[src/pkg/paged_add_consts.vh]
`ifndef PAGED_ADD_CONSTS_VH
`define PAGED_ADD_CONSTS_VH

// Word and address geometry
`define WORD_W        12
`define ADDR_W        12
`define FIELD_WORDS   4096
`define PAGE_COUNT    32
`define PAGE_WORDS    128
`define OFFSET_W      7
`define PAGE_W        5
`define ADDR_LAST     12'hfff

// Instruction bit positions (bit 0 is the lsb of the word)
`define IR_INDIRECT_POS  8
`define IR_CURPAGE_POS   7
`define IR_OFFSET_HI     6
`define IR_OFFSET_LO     0

// Operate codes for the sum-register micro-operations
`define OPC_INVERT_SUM     12'he20
`define OPC_INCREMENT_SUM  12'he01
`define OPR_INVERT_POS     5
`define OPR_INCREMENT_POS  0

// Reset values
`define SUM_RESET   12'h000
`define LINK_RESET  1'b0
`define ADDR_RESET  12'h000
`define FLAG_RESET  1'b0

`endif

[src/verilog/paged_address_and_add_unit.v]
`timescale 1ns/1ps
`default_nettype none
`include "paged_add_consts.vh"

module paged_address_and_add_unit (
	// Clock and reset
	input  wire                  sys_clk_i,
	input  wire                  reset_n_i,
	// Instruction from the decoder
	input  wire                  mem_ref_start_i,
	input  wire                  add_enable_i,
	input  wire [`WORD_W-1:0]    instr_i,
	input  wire [`ADDR_W-1:0]    instr_addr_i,
	// Operate micro-operations
	input  wire                  operate_i,
	// Core memory read port
	output reg                   mem_read_o,
	output reg  [`ADDR_W-1:0]    mem_addr_o,
	input  wire                  mem_valid_i,
	input  wire [`WORD_W-1:0]    mem_data_i,
	// Results
	output reg  [`ADDR_W-1:0]    eff_addr_o,
	output reg                   eff_addr_valid_o,
	output reg  [`WORD_W-1:0]    sum_register_o,
	output reg                   link_o,
	output wire                  sum_negative_o,
	output wire                  busy_o
);

	localparam [2:0] ST_IDLE     = 3'd0;
	localparam [2:0] ST_PTR_READ = 3'd1;
	localparam [2:0] ST_OPR_READ = 3'd2;
	localparam [2:0] ST_INC      = 3'd3;

	// Sequencer
	reg  [2:0]          state;
	reg  [2:0]          next_state;
	reg                 add_pending;
	reg                 next_add_pending;

	// Next values of the registered outputs
	reg                 next_mem_read;
	reg  [`ADDR_W-1:0]  next_mem_addr;
	reg  [`ADDR_W-1:0]  next_eff_addr;
	reg                 next_eff_addr_valid;
	reg  [`WORD_W-1:0]  next_sum;
	reg                 next_link;

	// Decoded request and arithmetic
	wire                idle;
	wire                take_mem_ref;
	wire                take_operate;
	wire                want_indirect;
	wire                want_invert;
	wire                want_increment;
	wire [`ADDR_W-1:0]  page_addr;
	wire [`WORD_W:0]    add_full;
	wire                add_carry;
	wire [`WORD_W-1:0]  add_result;
	wire [`WORD_W-1:0]  inverted;
	wire [`WORD_W-1:0]  incremented;

	// Bits are numbered lsb-first on the word, so bit n is [n]
	function instr_indirect;
		input [`WORD_W-1:0] ir;
		begin
			instr_indirect = ir[`IR_INDIRECT_POS];
		end
	endfunction

	function instr_cur_page;
		input [`WORD_W-1:0] ir;
		begin
			instr_cur_page = ir[`IR_CURPAGE_POS];
		end
	endfunction

	// Sum with the carry out of the sign bit kept above it
	function [`WORD_W:0] add_words;
		input [`WORD_W-1:0] a;
		input [`WORD_W-1:0] b;
		begin
			add_words = {1'b0, a} + {1'b0, b};
		end
	endfunction

	// Page-formed address: page number over 7-bit offset
	function [`ADDR_W-1:0] form_page_addr;
		input                  use_cur;
		input [`ADDR_W-1:0]    pc;
		input [`WORD_W-1:0]    ir;
		begin
			form_page_addr = {(use_cur ? pc[`ADDR_W-1:`OFFSET_W] : {`PAGE_W{1'b0}}),
				ir[`IR_OFFSET_HI:`IR_OFFSET_LO]};
		end
	endfunction

	assign idle           = (state == ST_IDLE);
	assign take_mem_ref   = idle & mem_ref_start_i;
	// Memory reference wins when both strobes arrive together
	assign take_operate   = idle & ~mem_ref_start_i & operate_i;
	assign want_indirect  = instr_indirect(instr_i);
	assign want_invert    = instr_i[`OPR_INVERT_POS];
	assign want_increment = instr_i[`OPR_INCREMENT_POS];

	assign page_addr = form_page_addr(instr_cur_page(instr_i), instr_addr_i, instr_i);

	assign add_full    = add_words(sum_register_o, mem_data_i);
	assign add_result  = add_full[`WORD_W-1:0];
	assign add_carry   = add_full[`WORD_W];
	assign incremented = sum_register_o + 12'h001;
	assign inverted    = ~sum_register_o;

	assign sum_negative_o = sum_register_o[`WORD_W-1];
	assign busy_o         = ~idle;

	// Sequencer next state
	always @* begin
		next_state = state;
		case (state)
			ST_IDLE: begin
				if (take_mem_ref) begin
					if (want_indirect)
						next_state = ST_PTR_READ;
					else if (add_enable_i)
						next_state = ST_OPR_READ;
					else
						next_state = ST_IDLE;
				end else if (take_operate && want_increment) begin
					next_state = ST_INC;
				end
			end
			ST_PTR_READ: begin
				if (mem_valid_i) begin
					if (add_pending)
						next_state = ST_OPR_READ;
					else
						next_state = ST_IDLE;
				end
			end
			ST_OPR_READ: begin
				if (mem_valid_i)
					next_state = ST_IDLE;
			end
			ST_INC: begin
				next_state = ST_IDLE;
			end
			default: begin
				next_state = ST_IDLE;
			end
		endcase
	end

	// Add request is latched with the start, it outlives the pointer read
	always @* begin
		next_add_pending = add_pending;
		if (take_mem_ref)
			next_add_pending = add_enable_i;
	end

	// Read request stays up until the memory answers
	always @* begin
		next_mem_read = mem_read_o;
		next_mem_addr = mem_addr_o;
		case (state)
			ST_IDLE: begin
				next_mem_read = 1'b0;
				if (take_mem_ref) begin
					next_mem_addr = page_addr;
					if (want_indirect) begin
						next_mem_read = 1'b1;
					end else begin
						next_mem_read = add_enable_i;
					end
				end
			end
			ST_PTR_READ: begin
				if (mem_valid_i) begin
					next_mem_addr = mem_data_i;
					next_mem_read = add_pending;
				end
			end
			ST_OPR_READ: begin
				if (mem_valid_i)
					next_mem_read = 1'b0;
			end
			ST_INC: begin
				next_mem_read = mem_read_o;
			end
			default: begin
				next_mem_read = 1'b0;
			end
		endcase
	end

	// Effective address, flagged for one cycle
	always @* begin
		next_eff_addr       = eff_addr_o;
		next_eff_addr_valid = 1'b0;
		case (state)
			ST_IDLE: begin
				if (take_mem_ref && !want_indirect) begin
					next_eff_addr       = page_addr;
					next_eff_addr_valid = 1'b1;
				end
			end
			ST_PTR_READ: begin
				if (mem_valid_i) begin
					next_eff_addr       = mem_data_i;
					next_eff_addr_valid = 1'b1;
				end
			end
			default: begin
				next_eff_addr_valid = 1'b0;
			end
		endcase
	end

	// Sum register and link; increment leaves the link alone
	always @* begin
		next_sum  = sum_register_o;
		next_link = link_o;
		case (state)
			ST_IDLE: begin
				if (take_operate && want_invert)
					next_sum = inverted;
			end
			ST_OPR_READ: begin
				if (mem_valid_i) begin
					next_sum = add_result;
					if (add_carry)
						next_link = ~link_o;
				end
			end
			ST_INC: begin
				next_sum = incremented;
			end
			default: begin
				next_sum = sum_register_o;
			end
		endcase
	end

	// Sequencer registers
	always @(posedge sys_clk_i or negedge reset_n_i) begin
		if (!reset_n_i) begin
			state       <= ST_IDLE;
			add_pending <= `FLAG_RESET;
		end else begin
			state       <= next_state;
			add_pending <= next_add_pending;
		end
	end

	// Memory read port
	always @(posedge sys_clk_i or negedge reset_n_i) begin
		if (!reset_n_i) begin
			mem_read_o <= `FLAG_RESET;
			mem_addr_o <= `ADDR_RESET;
		end else begin
			mem_read_o <= next_mem_read;
			mem_addr_o <= next_mem_addr;
		end
	end

	// Effective address output
	always @(posedge sys_clk_i or negedge reset_n_i) begin
		if (!reset_n_i) begin
			eff_addr_o       <= `ADDR_RESET;
			eff_addr_valid_o <= `FLAG_RESET;
		end else begin
			eff_addr_o       <= next_eff_addr;
			eff_addr_valid_o <= next_eff_addr_valid;
		end
	end

	// Arithmetic state
	always @(posedge sys_clk_i or negedge reset_n_i) begin
		if (!reset_n_i) begin
			sum_register_o <= `SUM_RESET;
			link_o         <= `LINK_RESET;
		end else begin
			sum_register_o <= next_sum;
			link_o         <= next_link;
		end
	end

endmodule // paged_address_and_add_unit

`default_nettype wire

[config.mk]
export PLATFORM = sky130hd
export DESIGN_NAME = paged_address_and_add_unit
export DESIGN_NICKNAME = d
export VERILOG_FILES = /design/src/verilog/paged_address_and_add_unit.v
export VERILOG_INCLUDE_DIRS = /design/src /design/src/pkg
export SDC_FILE = /design/constraint.sdc
export NUM_CORES = 1
export LEC_CHECK = 0
export ABC_AREA = 1
export BUFFER_PORTS_ARGS = -buffer_cell sky130_fd_sc_hd__buf_2
export CAP_MARGIN = 20
export CORE_MARGIN = 10
export CORE_UTILIZATION = 35
export CTS_CLUSTER_DIAMETER = 60
export DETAILED_ROUTE_END_ITERATION = 7
export GPL_TIMING_DRIVEN = 0
export SLEW_MARGIN = 10
export SYNTH_ARGS = -nofsm -noshare
export SYNTH_HDL_FRONTEND = slang
export SYNTH_SLANG_ARGS = --single-unit
[constraint.sdc]
create_clock -name sys_clk_i -period 3.1 [get_ports sys_clk_i]
set_input_delay 0.31 -clock sys_clk_i [delete_from_list [all_inputs] [get_ports sys_clk_i]]
set_output_delay 0.31 -clock sys_clk_i [all_outputs]
set_load 0.01 [all_outputs]
# Word-level counts from Yosys, hierarchy flattened
# Index checks and enable logic that the tools add are counted.
dict set report totals {
  reg_bits 43
  latchBits 0
  mem_bits_rw 0
  mem_bits_ro 0
  inputBits 42
  output_inout_bits 41
  word_cells 65
  n_memories 0
}
dict set report op_classes {
  addsub 2
  mul 0
  div 0
  order_cmp 0
  eq_ne 9
  shifts 0
  mux 25
  bitwise_logic 8
  reduce_logical 13
}
# op n
set op_table {}
lappend op_table {{12-bit 2-to-1 mux} 5}
lappend op_table {{12-bit one-hot mux with 2 select lines} 2}
lappend op_table {{12-bit one-hot mux with 3 select lines} 1}
lappend op_table {{3-bit AND reduction} 6}
lappend op_table {{12-bit by 12-bit adder with 13-bit output} 1}
lappend op_table {{12-bit by 1-bit adder with 12-bit output, second input constant} 1}
lappend op_table {{3-bit 2-to-1 mux} 4}
lappend op_table {{12-bit NOT} 1}
lappend op_table {{3-bit one-hot mux with 3 select lines} 1}
lappend op_table {{3-bit by 2-bit == test with 1-bit output, second input constant} 2}
lappend op_table {{1-bit 2-to-1 mux} 6}
lappend op_table {{2-bit 2-to-1 mux} 3}
lappend op_table {{2-bit by 1-bit != test with 1-bit output, second input constant} 3}
lappend op_table {{5-bit 2-to-1 mux} 1}
lappend op_table {{2-bit != test, second input constant} 2}
lappend op_table {{1-bit NOT} 4}
lappend op_table {{1-bit one-hot mux with 4 select lines} 1}
lappend op_table {{1-bit bitwise AND} 3}
lappend op_table {{3-bit by 1-bit == test with 1-bit output, second input constant} 1}
lappend op_table {{1-bit logical AND} 3}
lappend op_table {{3-bit logical NOT} 1}
lappend op_table {{3-bit by 1-bit != test with 1-bit output, second input constant} 1}
lappend op_table {{3-bit nonzero test} 1}
lappend op_table {{1-bit one-hot mux with 2 select lines} 1}
lappend op_table {{2 further kinds} 2}

# Logic depth before layout (Yosys ltp)
# Gate-level depths: netlist of run 1.
dict set report depth {
  ltp_word 7
  depth_mapped 12
  mapped_depth_nobuf 12
}

# Worst setup path before layout of run 1
# OpenSTA, ideal clock, no wires.
dict set report synth_timing {
  kind {register to register}
  startpoint {register sum_register_o[0]}
  endpoint {register sum_register_o[8]}
  setup_time_ns 0.121
  arrival_ns 1.685
  required_ns 2.979
  path_slack_ns 1.294
  path_stages_with_launch 12
  path_buffers 0
  period_less_slack_ns 1.806
  path_cell_list {dfrtp_1 > ha_1 > fa_1 > nand2_1 > nor2_1 > nor2_1 > inv_1 > nand2_1 > nand2_1 > nor2_1 > nand3b_1 > a21oi_1}
}
dict set report synth_via {
  elab_chain_len 3
  elab_cells_between_ends 4
  cone_classes {add/sub: 2; mux: 2}
}
# element line
set synth_rtl {}
lappend synth_rtl {{start, declared} paged_address_and_add_unit.v:24} ;# output reg [`WORD_W-1:0] sum_register_o,
lappend synth_rtl {{start signal, assigned} paged_address_and_add_unit.v:280} ;# sum_register_o <= `SUM_RESET;
lappend synth_rtl {{start signal, assigned} paged_address_and_add_unit.v:283} ;# sum_register_o <= next_sum;
lappend synth_rtl {{12-bit by 12-bit adder with 13-bit output} paged_address_and_add_unit.v:83} ;# add_words = {1'b0, a} + {1'b0, b};
lappend synth_rtl {{12-bit 2-to-1 mux} paged_address_and_add_unit.v:229} ;# if (mem_valid_i) begin
lappend synth_rtl {{12-bit one-hot mux with 3 select lines (*)} paged_address_and_add_unit.v:223} ;# case (state)
# Every way passes the cells marked *; elsewhere a longest branch is shown, timed or not. The select of a mux whose other input is x is not followed.
# A chain may end at the register's enable or synchronous reset.

# Worst setup path after layout of run 1
dict set report layout_timing {
  startpoint {register sum_register_o[0]}
  endpoint {register sum_register_o[6]}
}
# The elaborated chain is that of the path after synthesis.

==> flow_summary_export.csv, run 1 <==
group,metric,value,unit
outcome,status,"complete, no violations",
clock_tree,cts_hold_buf,0,
floorplanning,num_rows,32,
logic_synthesis,avgSynthCellArea,7.18,um^2
critical_path,critPathCapture,"sum_register_o[6]$_DFFE_PN0P_",
critical_path,worstSetupPathType,"reg2reg",
job,max_cap_violations,0,
logic_synthesis,yosysSeqAreaShare,36.8,%
timing,grt_setup_unrepaired,"false",
logic_synthesis,synth_cell_types,33,
place,port_buffers,72,
logic_synthesis,ys_top_cells_by_area,"dfrtp_1 (37%), nand2_1 (15%), nor2_1 (8.5%)",
hold_path,hp-class,"in2async",
place,dp.cells,572,
critical_path,crit_fanout,6,
timing,tns,0,ps
power_and_ir_drop,ir_worst_vdd,0.473,mV
timing,max_freq,504,MHz
floorplanning,die_y,110,um
logic_synthesis,synth-main-ff-cell,"dfrtp_1",
global_routing,grt_use_met1,18.8,%
timing,worst_slew_pin_slew,975,ps
critical_path,reg2regPathDepth,9,
logic_synthesis,synth_edf_count,0,
clock_tree,cts_resized,0,
route,drtIter0Drc,135,
critical_path,critPathArrivalTime,2220,ps
logic_synthesis,synth.top_cell.area_share,36.8,%
layout,fin_nets,533,
layout,n_antenna_cell,0,
floorplanning,design.portCount,83,
floorplanning,dieWidth,110,um
route,drc,0,
logic_synthesis,synth_commonest_cells,"nand2_1 (113), nor2_1 (65), dfrtp_1 (42)",
global_routing,top_usage_layer,"met2",
logic_synthesis,synth_warnings,0,
layout,fillers,877,
power_and_ir_drop,p_per_area,1080,nW/um^2
timing,final-hold-violation-count,0,
critical_path,critPathRequiredTime,3340,ps
floorplanning,core,7850,um^2
power_and_ir_drop,combPwrFrac,58.9,%
route,drt_wl_total,8540,um
power_and_ir_drop,seqPwrFrac,28.9,%
route,vias,2870,
global_routing,grt_start_max_net_pins,43,
timing,finalWorstSetupSlack,1120,ps
clock_tree,htreeDepth,2,
critical_path,r2r_setup_slack,1120,ps
clock_tree,post_cts_buffers,0,
timing,relSlewSlack,35.0,%
critical_path,end_kind,"register",
power_and_ir_drop,pwr-share-clk,12.2,%
power_and_ir_drop,netSwitchingFraction,48.8,%
layout,design_area,3460,um^2
global_routing,use_met3,3.77,%
timing,maxSlewViolCount,0,
global_routing,grt_pass1_vias,2906,
layout,drive_gt1_share,21.8,%
logic_synthesis,synth_async_sr_flop_share,100,%
clock_tree,cts-root-buf,"clkbuf_8",
place,place_area,3340,um^2
global_routing,grt-ovfl-total,0,
route,drtAntennaViolNets,0,
critical_path,r2r-start,"sum_register_o[0]$_DFFE_PN0P_",
timing,period_minus_slack,1980,ps
route,viasPerCell,4.95,
logic_synthesis,yosysMostFrequentCell,"nand2_1",
global_routing,grt_pass1_wl,14500,um
clock_tree,clock_latency,310,ps
floorplanning,start_util,36.4,%
power_and_ir_drop,p_int,1910,uW
timing,period_share,64.0,%
logic_synthesis,netlist_area,2860,um^2
clock_tree,cts_tree,"done",
place,place_congestion,0.869,
clock_tree,clockBufferDepth,2,
critical_path,cp-startpoint,"sum_register_o[0]$_DFFE_PN0P_",
logic_synthesis,synth_top_cell_by_area,"dfrtp_1",
global_routing,grt_use_total,14.7,%
place,dp_slack,1130,ps
logic_synthesis,ys_ff_latch,42,
power_and_ir_drop,p_leak,0.00178,uW
logic_synthesis,mappedNetlistNets,454,
critical_path,start_kind,"register",
route,firstDrtPassIters,4,
timing,fin_skew,11.4,ps
clock_tree,clk_pin_slew,100,ps
logic_synthesis,synthCells,398,
critical_path,r2r-end,"sum_register_o[6]$_DFFE_PN0P_",
place,hpwl,6790,um
floorplanning,die_area,12200,um^2
clock_tree,cts_made_buffers,5,
layout,areaGrowthSynthToFinish,21.1,%
clock_tree,clkSinkCount,42,
global_routing,antenna_found_initial,0,
layout,layout.cells.non_filler,580,
timing,finalSetupViolations,0,
power_and_ir_drop,power.switching,1820,uW
route,wl_per_cell,14.7,um
global_routing,grtUsageMet2,24.3,%
[layout make-up]
cell class	instances	area, um^2	share of cell area [%]
Tap cell	102	128	3.69
Multi-Input combinational cell	308	1590	46.0
Sequential cell	42	1050	30.4
Inverter	38	143	4.12
Clock inverter	3	45.0	1.30
Buffer	10	71.3	2.06
Clock buffer	5	68.8	1.99
Timing Repair Buffer	72	360	10.4
[critical path, cell delays in order, from the launching register on]
cell and delay [ps]:
dfrtp_1 450, ha_1 270, fa_1 430, nand2_1 110
nor2_1 40, nor2_1 100, o21ai_0 110, a21oi_1 160
o21ai_0 110, a21oi_1 130
[metrics by stage]
step | hold WS, ps | power, uW | utilization (%)
after floorplan | 14.4 | 2570 | -
after detailed placement | 469 | 3310 | 42.6
final | 146 | 3730 | 44.1
after CTS | 194 | 3770 | 44.1
after global routing | 224 | 4150 | 44.1
after global placement | 464 | 3270 | 42.6
[flip-flops by register name, summed over array words and instances (netlist names)]
name	flops
add_pending	1
eff_addr_o	12
eff_addr_valid_o	1
link_o	1
mem_addr_o	12
mem_read_o	1
state	2
sum_register_o	12
[worst min-delay path by stage]
| stage | from | end | cells after the start |
|---|---|---|---|
| final | reset_n_i | mem_addr_o[2]$_DFFE_PN0P_ | 1 |
| after global routing | reset_n_i | add_pending$_DFFE_PN0P_ | 1 |
| after CTS | reset_n_i | eff_addr_valid_o$_DFF_PN0_ | 1 |
| after detailed placement | eff_addr_o[8]$_DFFE_PN0P_ | eff_addr_o[8]$_DFFE_PN0P_ | 1 |
| after global placement | link_o$_DFFE_PN0P_ | link_o$_DFFE_PN0P_ | 2 |
| after floorplan | reset_n_i | add_pending$_DFFE_PN0P_ | 0 |
[per-layer routing]
| layer | wire length [um] | up-vias | part of all wire [%] |
|---|---|---|---|
| met5 | 0 | - | 0 |
| met4 | 54 | 0 | 0.63 |
| met3 | 734 | 4 | 8.6 |
| met2 | 3800 | 89 | 45 |
| met1 | 3950 | 1307 | 46 |
| li1 | - | 1470 | - |
[power groups by stage]
| stage | Combinational (uW) | Sequential (uW) | Clock, uW |
|---|---|---|---|
| after floorplan | 1430 | 1140 | 0 |
| after global placement | 2190 | 1080 | 0 |
| after detailed placement | 2220 | 1090 | 0 |
| after CTS | 2230 | 1080 | 463 |
| after global routing | 2540 | 1130 | 483 |
| final | 2200 | 1080 | 455 |
[cell families (layout without fill, tap and decap cells)]
group,after synthesis,after routing,synth area share (%)
AO/OA/AOI/OAI,62,62,12.4
flip-flops,42,42,36.8
XOR/XNOR,1,1,0.307
AND/OR/NAND/NOR,221,221,32.6
buffers and inverters,48,128,7.49
adder cells (fa/ha/maj),14,14,6.40
multiplexers,10,10,3.94
[cells in the final DEF (no fill, tap or decap), types with 2 or more instances in the layout]
cell type	Yosys	final
nand2_1	113	113
buf_2	3	75
nor2_1	65	65
dfrtp_1	42	42
inv_1	32	32
nand3_1	21	21
a31oi_1	19	19
o21ai_0	19	19
a21oi_1	16	16
ha_1	13	13
nand4_1	7	7
nand3b_1	6	6
mux2_2	5	5
mux2_1	5	5
clkbuf_8	0	5
inv_2	4	4
buf_6	3	3
nor2_4	3	3
nand2_2	3	3
buf_4	2	2
clkinv_1	2	2
clkbuf_1	2	2
o21bai_1	2	2
clkinvlp_4	0	2
(Power assumes the default switching activity.)
==> run 2: changes to the inputs <==
==> constraint.sdc (replaced) <==
create_clock -name sys_clk_i -period 1.85 [get_ports sys_clk_i]
set_input_delay 0.185 -clock sys_clk_i [delete_from_list [all_inputs] [get_ports sys_clk_i]]
set_output_delay 0.185 -clock sys_clk_i [all_outputs]
set_load 0.01 [all_outputs]
==> flow_summary_export.csv, run 2 (synthesized netlist as in run 1, its figures left out) <==
group,metric,value,unit
power_and_ir_drop,p_per_area,1830,nW/um^2
hold_path,hp-class,"in2async",
route,topRoutingLayerUsed,"met4",
critical_path,critPathArrivalTime,2030,ps
layout,areaGrowthSynthToFinish,31.0,%
outcome,status,"complete, no violations",
route,viasPerCell,5.02,
clock_tree,clock_latency,310,ps
route,firstDrtPassIters,4,
clock_tree,clk_pin_slew,100,ps
route,wl_met1,4110,um
power_and_ir_drop,seqPwrFrac,26.9,%
layout,fin_nets,542,
timing,fin_skew,10.1,ps
timing,period_share,98.6,%
job,max_cap_violations,0,
layout,layout.cells.non_filler,589,
route,drtIter0Drc,157,
route,drt_wl_total,8980,um
layout,layout.cells.most_common,"nand2_1",
clock_tree,cts_made_buffers,5,
route,drtAntennaViolNets,0,
global_routing,grt_pass1_wl,14500,um
route,wl_per_cell,15.2,um
route,drc,0,
power_and_ir_drop,power.switching,3250,uW
layout,design_area,3740,um^2
clock_tree,clockBufferDepth,2,
layout,drive_gt1_share,30.4,%
route,wl_met3,717,um
critical_path,critPathRequiredTime,2050,ps
critical_path,crit_fanout,4,
floorplanning,dieWidth,110,um
critical_path,end_kind,"register",
route,wl_met2,4050,um
power_and_ir_drop,ir_worst_vdd,0.711,mV
place,place_area,3340,um^2
timing,finalSetupViolations,0,
clock_tree,htreeDepth,2,
timing,maxSlewViolCount,0,
clock_tree,cts_tree,"done",
timing,worst_slew_pin_slew,986,ps
clock_tree,cts-root-buf,"clkbuf_8",
layout,mostFrequentLayoutCells,"nand2_1 (112), buf_2 (74), nor2_1 (61), dfrtp_1 (33), inv_1 (31)",
clock_tree,clkSinkCount,42,
floorplanning,core,7850,um^2
timing,final-hold-violation-count,0,
timing,grt_setup_unrepaired,"true",
global_routing,grt_start_max_net_pins,43,
place,port_buffers,72,
critical_path,start_kind,"register",
place,dp.cells,572,
floorplanning,start_util,36.4,%
critical_path,worstSetupPathType,"reg2reg",
timing,max_freq,548,MHz
global_routing,antenna_found_initial,0,
clock_tree,cts_hold_buf,0,
timing,relSlewSlack,34.3,%
power_and_ir_drop,netSwitchingFraction,47.4,%
place,place_congestion,0.869,
power_and_ir_drop,combPwrFrac,61.8,%
power_and_ir_drop,pwr-share-clk,11.3,%
place,hpwl,6790,um
global_routing,grt-ovfl-total,0,
layout,fillers,838,
route,vias,2957,
global_routing,grt_pass1_vias,2906,
layout,n_antenna_cell,0,
power_and_ir_drop,p_int,3590,uW
power_and_ir_drop,p_leak,0.00184,uW
global_routing,grt_use_total,14.7,%
layout,top_regs,"eff_addr_o: 12 flops, mem_addr_o: 12 flops, sum_register_o: 12 flops",
floorplanning,die_area,12200,um^2
timing,period_minus_slack,1820,ps
floorplanning,die_y,110,um
floorplanning,num_rows,32,
floorplanning,design.portCount,83,
-- run 2: cell count changes in the layout (fill, tap and decap cells not counted), sizes merged --
cell / previous run / this run
buf: 80 / 87
clkbuf: 7 / 9
-- run 2: worst paths after layout --
| check | start | end | slack (ps) | cells after the start |
|---|---|---|---|---|
| max | sum_register_o[0]$_DFFE_PN0P_ | sum_register_o[8]$_DFFE_PN0P_ | 30 | 11 |
| min | reset_n_i | mem_addr_o[2]$_DFFE_PN0P_ | 20 | 1 |
| max reg2reg | sum_register_o[0]$_DFFE_PN0P_ | sum_register_o[8]$_DFFE_PN0P_ | 30 | 11 |
| min reg2reg | eff_addr_o[8]$_DFFE_PN0P_ | eff_addr_o[8]$_DFFE_PN0P_ | 510 | 1 |
| max in group asynchronous | reset_n_i | sum_register_o[5]$_DFFE_PN0P_ | 1150 | 1 |
| min in group sys_clk_i | add_enable_i | add_pending$_DFFE_PN0P_ | 120 | 3 |
-- run 2: area by class of cell --
type	instances	area, um^2	share of cell area [%]
Inverter	38	145	3.88
Timing Repair Buffer	81	445	11.9
Buffer	10	78.8	2.11
Sequential cell	42	1060	28.4
Clock buffer	5	68.8	1.84
Clock inverter	3	45.0	1.20
Multi-Input combinational cell	308	1770	47.3
Tap cell	102	128	3.41
-- run 2: metrics by stage --
| step | setup TNS (ps) | total power, uW | setup WS (ps) | hold WS, ps | util [%] |
|---|---|---|---|---|---|
| floorplan | 0 | 4310 | 44.1 | -111 | - |
| global placement | -396 | 5480 | -136 | 401 | 42.6 |
| detailed placement | -357 | 5550 | -117 | 400 | 42.6 |
| CTS | 0 | 6350 | 28.2 | 69.3 | 44.2 |
| global route | -221 | 7530 | -84.8 | 100 | 47.7 |
| finish | 0 | 6840 | 26.5 | 23.9 | 47.7 |
-- run 2: critical path, stage by stage (launching register included) --
cell and delay (ps):
dfrtp_2 430, ha_4 180, fa_2 410, nand2_2 100, nor2_4 40, nor2_4 110
inv_2 60, nand2_1 50, nand2_1 60, nor2_1 90, nand3b_1 130, a21oi_2 60
-- run 2: power groups by stage --
stage / combinational (uW) / sequential (uW) / clock [uW]
6_report: 4230 / 1840 / 770
3_3_place_gp: 3680 / 1800 / 0
4_1_cts: 3770 / 1810 / 776
3_5_place_dp: 3720 / 1830 / 0
2_1_floorplan: 2400 / 1910 / 0
5_1_grt: 4800 / 1920 / 810
-- run 2: what timing repair did --
action                                  4_1_cts  5_1_grt
pin swaps                                     0       12
resized for setup                             3       46
gates cloned                                  0        1
setup buffers                                 1        7
endpoints found under the setup margin        4       14
-- run 2: per-layer routing --
layer / vias up / global-route usage (%)
li1: 1493 / -
met4: 0 / 3.30
met2: 93 / 24.4
met5: - / 0
met3: 9 / 3.77
met1: 1362 / 18.9
